[src/logic/iprs_defines.svh]
`ifndef IPRS_DEFINES_SVH
`define IPRS_DEFINES_SVH

// ****************************************
// register byte offsets
// ****************************************
`define IPRS_OFF_IRQ1 8'h00
`define IPRS_OFF_IRQ2 8'h04
`define IPRS_OFF_TMR23 8'h0C
`define IPRS_OFF_TMR45 8'h10
`define IPRS_OFF_CAP12 8'h1C
`define IPRS_OFF_OSC 8'h40

// ****************************************
// field positions and values
// ****************************************
`define IPRS_HI_LSB 8
`define IPRS_LO_LSB 0
`define IPRS_LOCK_BIT 6
`define IPRS_SEL_RESET 5'h1F
`define IPRS_LOCK_RESET 1'b0
`define IPRS_KEY_ONE 8'h46
`define IPRS_KEY_TWO 8'h57
`define IPRS_RESP_OKAY 2'h0
`define IPRS_RESP_SLVERR 2'h2

`endif

[src/logic/iprs_pkg.sv]
package iprs_pkg;

  // unlock sequence progress
  typedef enum logic [1:0] {
    IPRS_IDLE,
    IPRS_KEY1_SEEN,
    IPRS_ARMED
  } iprs_seq_e;

  typedef logic [4:0] iprs_sel_t;

  // whole state of the block
  typedef struct packed {
    logic awready;
    logic wready;
    logic bvalid;
    logic [1:0] bresp;
    logic arready;
    logic rvalid;
    logic [1:0] rresp;
    logic [31:0] rdata;
    logic aw_have;
    logic [7:0] awaddr;
    logic w_have;
    logic [31:0] wdata;
    logic [3:0] wstrb;
    iprs_sel_t [7:0] sel;
    logic lock;
    iprs_seq_e seq;
    logic [7:0] periph;
  } iprs_state_s;

endpackage : iprs_pkg

[src/logic/iprs_top.sv]
// Operation
// - of 27 remap registers (14 input, 13 output) this block holds 5.
// - selector writes take effect only while the pin configuration lock is 0.
// - a selector holding n routes remappable pin n to its peripheral input.
// - register 0 holds the external interrupt 1 selector in bits 12 to 8.
// - register 0 reads zero in bits 15 to 13 and 7 to 0.
// - register 1 holds the interrupt 2 selector in bits 4 to 0, rest zero.
// - register 3 holds timer 3 clock select in 12 to 8 and timer 2 in 4 to 0.
// - register 4 holds timer 5 clock select in 12 to 8 and timer 4 in 4 to 0.
// - register 7 holds capture 2 select in 12 to 8 and capture 1 in 4 to 0.
// - dual selector registers read zero in bits 15 to 13 and 7 to 5.
// - every selector resets to 11111, tying its peripheral input low.
// - the lock changes only after 46h then 57h reach the control low byte.
// - a write blocked by the lock completes with an okay response.
// - with the single session option, a set lock stays set until reset.
//
// Chosen here: the AXI4-Lite slave port and the placing of the registers.
`timescale 1ns/1ps
`include "iprs_defines.svh"

module iprs_top
  import iprs_pkg::*;
#(
  parameter int NUM_PINS = 31
) (
  // clock and reset
  input wire logic aclk,
  input wire logic aresetn,
  // write address channel
  input wire logic awvalid,
  output logic awready,
  input wire logic [7:0] awaddr,
  // write data channel
  input wire logic wvalid,
  output logic wready,
  input wire logic [31:0] wdata,
  input wire logic [3:0] wstrb,
  // write response channel
  output logic bvalid,
  input wire logic bready,
  output logic [1:0] bresp,
  // read address channel
  input wire logic arvalid,
  output logic arready,
  input wire logic [7:0] araddr,
  // read data channel
  output logic rvalid,
  input wire logic rready,
  output logic [31:0] rdata,
  output logic [1:0] rresp,
  // configuration and status
  input wire logic single_session_lock_cfg,
  output logic pin_config_lock,
  // remappable pins
  input wire logic [NUM_PINS-1:0] pin_in,
  // peripheral inputs
  output logic ext_irq_one,
  output logic ext_irq_two,
  output logic timer_two_ext_clk,
  output logic timer_three_ext_clk,
  output logic timer_four_ext_clk,
  output logic timer_five_ext_clk,
  output logic capture_one_input,
  output logic capture_two_input
);

  // ****************************************
  // helper functions
  // ****************************************

  // reset image of the whole state
  function automatic iprs_state_s reset_state();
    iprs_state_s r;
    r = '0;
    r.awready = 1'b1;
    r.wready = 1'b1;
    r.arready = 1'b1;
    r.seq = IPRS_IDLE;
    r.lock = `IPRS_LOCK_RESET;
    for (int i = 0; i < 8; i++) begin
      r.sel[i] = `IPRS_SEL_RESET;
    end
    return r;
  endfunction : reset_state

  // read word with a hit flag on top
  function automatic logic [32:0] rd_word(logic [7:0] a, iprs_state_s st);
    case (a)
      `IPRS_OFF_IRQ1: return {1'b1, 19'h0_0000, st.sel[0], 8'h00};
      `IPRS_OFF_IRQ2: return {1'b1, 27'h000_0000, st.sel[1]};
      `IPRS_OFF_TMR23:
        return {1'b1, 19'h0_0000, st.sel[3], 3'h0, st.sel[2]};
      `IPRS_OFF_TMR45:
        return {1'b1, 19'h0_0000, st.sel[5], 3'h0, st.sel[4]};
      `IPRS_OFF_CAP12:
        return {1'b1, 19'h0_0000, st.sel[7], 3'h0, st.sel[6]};
      `IPRS_OFF_OSC: return {1'b1, 24'h00_0000, 1'b0, st.lock, 6'h00};
      default: return {1'b0, 32'h0000_0000};
    endcase
  endfunction : rd_word

  // field update under its byte lane; other bits are dropped
  function automatic iprs_sel_t upd(iprs_sel_t old, logic [4:0] v,
                                    logic lane);
    return lane ? v : old;
  endfunction : upd

  // pin selection, absent pins read as ground
  function automatic logic route(logic [NUM_PINS-1:0] p, iprs_sel_t s);
    if (int'(s) < NUM_PINS) begin
      return p[s];
    end
    return 1'b0;
  endfunction : route

  // ****************************************
  // state
  // ****************************************
  iprs_state_s s_q;
  iprs_state_s s_d;
  logic wr_do;
  logic [32:0] rd_w;
  logic [32:0] wr_w;
  logic [7:0] new_low;

  // write performs once both address and data are held
  assign wr_do = s_q.aw_have && s_q.w_have && !s_q.bvalid;
  assign rd_w = rd_word(araddr, s_q);
  assign wr_w = rd_word(s_q.awaddr, s_q);
  assign new_low = s_q.wdata[7:0];

  // next state
  always_comb begin
    s_d = s_q;
    // read channel
    if (s_q.rvalid && rready) begin
      s_d.rvalid = 1'b0;
    end
    if (arvalid && s_q.arready) begin
      s_d.rvalid = 1'b1;
      s_d.rdata = rd_w[31:0];
      s_d.rresp = rd_w[32] ? `IPRS_RESP_OKAY : `IPRS_RESP_SLVERR;
    end
    s_d.arready = !s_d.rvalid;
    // write response retires
    if (s_q.bvalid && bready) begin
      s_d.bvalid = 1'b0;
    end
    // capture address and data in either order
    if (awvalid && s_q.awready) begin
      s_d.aw_have = 1'b1;
      s_d.awaddr = awaddr;
    end
    if (wvalid && s_q.wready) begin
      s_d.w_have = 1'b1;
      s_d.wdata = wdata;
      s_d.wstrb = wstrb;
    end
    // perform the write
    if (wr_do) begin
      s_d.aw_have = 1'b0;
      s_d.w_have = 1'b0;
      s_d.bvalid = 1'b1;
      // locked writes still answer okay
      s_d.bresp = wr_w[32] ? `IPRS_RESP_OKAY : `IPRS_RESP_SLVERR;
      // selector registers, only while unlocked
      if (!s_q.lock) begin
        unique case (s_q.awaddr)
          `IPRS_OFF_IRQ1: begin
            s_d.sel[0] = upd(s_q.sel[0], s_q.wdata[12:8], s_q.wstrb[1]);
          end
          `IPRS_OFF_IRQ2: begin
            s_d.sel[1] = upd(s_q.sel[1], s_q.wdata[4:0], s_q.wstrb[0]);
          end
          `IPRS_OFF_TMR23: begin
            s_d.sel[3] = upd(s_q.sel[3], s_q.wdata[12:8], s_q.wstrb[1]);
            s_d.sel[2] = upd(s_q.sel[2], s_q.wdata[4:0], s_q.wstrb[0]);
          end
          `IPRS_OFF_TMR45: begin
            s_d.sel[5] = upd(s_q.sel[5], s_q.wdata[12:8], s_q.wstrb[1]);
            s_d.sel[4] = upd(s_q.sel[4], s_q.wdata[4:0], s_q.wstrb[0]);
          end
          `IPRS_OFF_CAP12: begin
            s_d.sel[7] = upd(s_q.sel[7], s_q.wdata[12:8], s_q.wstrb[1]);
            s_d.sel[6] = upd(s_q.sel[6], s_q.wdata[4:0], s_q.wstrb[0]);
          end
          default: begin
          end
        endcase
      end
      // unlock sequence on the control low byte
      if (s_q.awaddr == `IPRS_OFF_OSC && s_q.wstrb[0]) begin
        unique case (s_q.seq)
          IPRS_IDLE: begin
            s_d.seq = (new_low == `IPRS_KEY_ONE) ? IPRS_KEY1_SEEN
                                                 : IPRS_IDLE;
          end
          IPRS_KEY1_SEEN: begin
            if (new_low == `IPRS_KEY_TWO) begin
              s_d.seq = IPRS_ARMED;
            end else if (new_low == `IPRS_KEY_ONE) begin
              s_d.seq = IPRS_KEY1_SEEN;
            end else begin
              s_d.seq = IPRS_IDLE;
            end
          end
          IPRS_ARMED: begin
            s_d.seq = IPRS_IDLE;
            // one-way option keeps a set lock set
            if (!(single_session_lock_cfg && s_q.lock &&
                  !new_low[`IPRS_LOCK_BIT])) begin
              s_d.lock = new_low[`IPRS_LOCK_BIT];
            end
          end
        endcase
      end else begin
        s_d.seq = IPRS_IDLE;
      end
    end
    s_d.awready = !s_d.aw_have && !s_d.bvalid;
    s_d.wready = !s_d.w_have && !s_d.bvalid;
    // registered routing of every peripheral input
    for (int i = 0; i < 8; i++) begin
      s_d.periph[i] = route(pin_in, s_q.sel[i]);
    end
  end

  // state register
  always_ff @(posedge aclk) begin
    if (!aresetn) begin
      s_q <= reset_state();
    end else begin
      s_q <= s_d;
    end
  end

  // ****************************************
  // outputs
  // ****************************************

  // all straight from the state register
  assign awready = s_q.awready;
  assign wready = s_q.wready;
  assign bvalid = s_q.bvalid;
  assign bresp = s_q.bresp;
  assign arready = s_q.arready;
  assign rvalid = s_q.rvalid;
  assign rdata = s_q.rdata;
  assign rresp = s_q.rresp;
  assign pin_config_lock = s_q.lock;
  assign ext_irq_one = s_q.periph[0];
  assign ext_irq_two = s_q.periph[1];
  assign timer_two_ext_clk = s_q.periph[2];
  assign timer_three_ext_clk = s_q.periph[3];
  assign timer_four_ext_clk = s_q.periph[4];
  assign timer_five_ext_clk = s_q.periph[5];
  assign capture_one_input = s_q.periph[6];
  assign capture_two_input = s_q.periph[7];

  logic is_sel_addr;
  assign is_sel_addr = wr_w[32] && s_q.awaddr != `IPRS_OFF_OSC;
endmodule : iprs_top

[config.mk]
export PLATFORM = sky130hd
export DESIGN_NAME = iprs_top
export DESIGN_NICKNAME = d
export VERILOG_FILES = /design/src/logic/iprs_pkg.sv /design/src/logic/iprs_top.sv
export VERILOG_INCLUDE_DIRS = /design/src /design/src/logic
export SDC_FILE = /design/constraint.sdc
export NUM_CORES = 1
export LEC_CHECK = 0
export ABC_AREA = 1
export ABC_CLOCK_PERIOD_IN_PS = 2000
export BUFFER_PORTS_ARGS = -buffer_cell sky130_fd_sc_hd__clkbuf_2
export CELL_PAD_IN_SITES_DETAIL_PLACEMENT = 0
export CELL_PAD_IN_SITES_GLOBAL_PLACEMENT = 1
export CORE_ASPECT_RATIO = 0.8
export CORE_MARGIN = 1
export CORE_UTILIZATION = 40
export DETAILED_ROUTE_END_ITERATION = 7
export PLACE_DENSITY = 0.82
export REMOVE_ABC_BUFFERS = 1
export SLEW_MARGIN = 0
export SYNTH_ARGS = -nofsm -noshare
export SYNTH_HDL_FRONTEND = slang
export SYNTH_SLANG_ARGS = --single-unit
export TNS_END_PERCENT = 50
[constraint.sdc]
create_clock -name aclk -period 2 [get_ports aclk]
set_input_delay 0.4 -clock aclk [delete_from_list [all_inputs] [get_ports aclk]]
set_output_delay 0.4 -clock aclk [all_outputs]
set_load 0.01 [all_outputs]
==> summary by stage <==
Synth
Of the synthesized area, sequential elements account for 0.271. The flip-flop and latch count after synthesis is 94. By area the synthesized netlist is led by dfxtp_1 (27%), nand2_1 (23%), nand3_1 (9.1%), buf_4 (6.1%), inv_1 (5.4%). The warning count from the yosys run is 0. The mean instance size in the synthesized netlist is 6.04 um^2.

The number of distinct library cells after synthesis is 35. The fraction of synthesized cell area taken by the top area cell type is 0.271. The gate count of the mapped netlist is 1,148. The biggest area consumer among synthesized cells is dfxtp_1.

The post-synthesis instance area is 0.00694 mm^2.

Critical path
Data arrives at the worst endpoint at 1.84 ns. The sort of element at the start of the critical path is a flip-flop. The worst setup path is captured at a flip-flop. The type of the worst setup path is reg -> reg. The cell with the most instances on the worst path is nand2_1. Of all nets on the critical path, the largest fanout is 13. In this design, the stage delay of the slowest critical-path cell is 0.70 ns. The number of cells on the worst reg-to-reg path is 9. The critical path goes through inv_2, nand2_1, nand2_1, nand2_1, nand3_1, nand3_1, nand2_1, nor2_1, nor2_1.

For this design, the slowest cell found on the critical path is dfxtp_1. STA puts the critical path data required time at 2.25 ns.

Detailed routing
After detailed routing, the number of remaining DRC violations is 0. The number of iterations in the first detailed-routing pass is 6. Summed over all layers, the routed wires come to 23.2 mm. After detailed routing, the number of vias per cell comes to 5.22.

The detail route stage leaves a number of antenna-violating nets equal to 0. Detailed routing inserted a total of 7,462 vias. The routed wire length per instance is 16.2 um.

The starting DRC count in detailed routing is 663.

Layout
For this run, the post-layout net count is 1,297. 0 antenna diodes ended up in the layout. The share of final-layout standard cells stronger than drive strength 1 is 0.141. The post-synthesis to final-layout area growth is 9.99%.

The finished cells cover 0.00763 mm^2. Once layout is complete, the utilization of the core stands at 0.455.

CTS
The count of cells resized by post-cts repair is 0. In this run, CTS created clock tree buffers numbering 9. The TritonCTS clock tree is done.

No sink is reached through more buffers than the 2 on the longest clock path. Once the clock tree was built, the setup fixing pass inserted 0 buffers. Counting every sink on the clock net gives 94. The count of H-tree levels built during CTS is 3. The number of hold buffers added after cts is 0. The latest clock arrival within the worst-skew pair is 0.35 ns. The clock tree root driver cell is clkbuf_16.

The clock-pin transition on the worst setup and hold timing paths is 0.07 ns.

Timing
The sum of negative setup slack is 0 ns. Headroom to the max-slew limit came out at 0.599. Derived from the worst setup path, the maximum achievable clock frequency is 630 MHz. The setup slack after layout is 0.412 ns. The final critical-path required period is 1.59 ns.

The final number of hold-violating endpoints came to 0. Clock skew on the completed layout was measured at 0.00803 ns. The setup-violating endpoint count in the final report is 0. The number of max-slew violations in the final report is 0. For the pin with the worst max-slew slack, the measured transition is 0.601 ns. Dividing the final minimum period by the clock period gives 0.794. Setup repair after global routing left no endpoint under its margin.

Min path
The path class of the lowest-slack min-delay path is in -> reg. The depth of the worst hold-timing path is 3.

Power
The leakage power total is 4.09 nW. VDD sags by at most 0.445 mV. Dividing total power by cell area gives a power density of 570 mW/mm^2.

Placed design
Before CTS, the worst setup slack after placement is 0.377 ns. The global placement routability congestion is 0.938. Summing all placed instances gives a cell area of 0.00734 mm^2. After legalization and detailed placement, the total HPWL measured 16.2 mm. The count of buffers added on input and output ports is 96.

Global route
For this run, the total global-route usage over all layers was measured as 0.261. The number of antenna violations at the first check in global routing was 0. The first global-routing pass estimated 35.4 mm of wire.

Entering global routing, the biggest net connects 68 pins. The remaining global-route overflow is 0. The via count of the first global-routing pass came to 6,351.

Floorplan
The region available for standard cell placement spans 0.0168 mm^2. The total I/O pin count is 141. In this run the horizontal extent of the chip is 149 um.

The initial standard-cell utilization of the core is 0.414. The floorplan step defined a die boundary enclosing 0.0179 mm^2. The floorplan step set the die height to 120 um. Row generation in the floorplan step produced 42 rows.

Run
Max-cap violations in this run came to 0.

Outcome
The run finished with clean final reports.
==> cells in the final DEF, fill, tap and decap left out, types with 2 or more instances in the layout <==
cell,instances
conb_1,23
clkbuf_16,9
nand4_1,24
a21oi_1,50
o211ai_1,48
a31oi_1,7
ha_1,2
nand3_2,2
inv_6,4
clkbuf_2,96
inv_2,12
nand3_1,126
dfxtp_1,94
nor2_4,10
nor3_1,2
nor2_1,91
o21ai_0,37
inv_1,99
o21ai_1,11
nand2_1,417
nor2_8,2
buf_4,16
nor2_2,4
nand3_4,9
==> synth_stat cells <==
cell type and instances:
o21a_1 1, buf_1 2, clkbuf_1 20, o21ai_0 37, nor4_1 1, nand3_2 2, nand4_1 24, nand3_1 126
nand2_1 417, a31oi_1 7, nor2_4 10, inv_2 12, dfxtp_1 94, nand4_4 1, nor2_2 4, buf_2 10
conb_1 1, o2111ai_1 1, or2_2 1, o21ai_1 11, ha_1 2, nand3_4 9, nor2_8 2, a21boi_1 1
inv_1 99, a21oi_1 50, nor3b_1 1, o211ai_1 48, nand2_2 1, buf_4 56, o21bai_1 1, nor2_1 91
nor3_1 2, buf_6 2, a41oi_1 1
==> report_power, final <==
group          internal (W)  switching, W
Clock              0.000898      0.000808
Sequential          0.00194     0.0000446
Combinational      0.000191      0.000473
Total               0.00303       0.00133
==> sequential cells by signal (all words and copies together), names as in the netlist <==
| name | cells |
|---|---|
| s_q | 59 |
| rdata | 11 |
| new_low | 8 |
| arready | 1 |
| awready | 1 |
| bresp | 1 |
| bvalid | 1 |
| capture_one_input | 1 |
| capture_two_input | 1 |
| ext_irq_one | 1 |
| ext_irq_two | 1 |
| pin_config_lock | 1 |
| rresp | 1 |
| rvalid | 1 |
| timer_five_ext_clk | 1 |
| timer_four_ext_clk | 1 |
| timer_three_ext_clk | 1 |
| timer_two_ext_clk | 1 |
| wready | 1 |
==> stage by stage <==
stage                     hold WS [ns]  std cells  total power, W
final                            0.294       1429         0.00435
after global routing             0.304       1429         0.00452
after CTS                        0.284       1429         0.00438
after detailed placement         0.457       1413         0.00268
after global placement           0.452       1413         0.00267
after floorplan                  0.448       1080         0.00238
==> routing by layer <==
metal,global-route usage,up-vias,share of wire
met5,0,-,0
met4,0.0580,0,0.0091
met3,0.0441,15,0.10
met2,0.383,350,0.42
met1,0.393,3327,0.47
li1,-,3770,-
==> critical path: cells and delay by family (launching register included) <==
family | cells | cell delay [ns]
buffers and inverters | 1 | 0.23
AND/OR/NAND/NOR | 8 | 0.55
flip-flops | 1 | 0.70
==> path summary, 6_finish.rpt <==
check | slack [ns] | startpoint | end
worst max-delay path | 0.41 | s_q[26]$_SDFFE_PN1P_ | timer_three_ext_clk$_SDFF_PN0_
worst min-delay path | 0.29 | awaddr[1] | s_q[89]$_SDFFE_PN0P_
worst max register to register | 0.41 | s_q[26]$_SDFFE_PN1P_ | timer_three_ext_clk$_SDFF_PN0_
worst min register to register | 0.47 | bresp[1]$_SDFFE_PN0N_ | bresp[1]$_SDFFE_PN0N_
==> area by class of cell <==
class	count	area (um^2)
fillers	1800	9130
multi-input cells	875	4150
flip-flops and latches	94	1880
repair buffers	113	621
inverters	111	417
well taps	220	275
clock buffers	10	239
clock inverters	6	51.3
==> kinds of logic (layout without fill, tap and decap cells) <==
logic type / Yosys count / in the layout / synth area share
adder cells (fa/ha/maj): 2 / 2 / 0.00361
buffers and inverters: 201 / 240 / 0.143
flip-flops: 94 / 94 / 0.271
AO/OA/AOI/OAI: 158 / 158 / 0.135
AND/OR/NAND/NOR: 692 / 692 / 0.447
other: 1 / 23 / 0.000541
(Power assumes the default switching activity.)
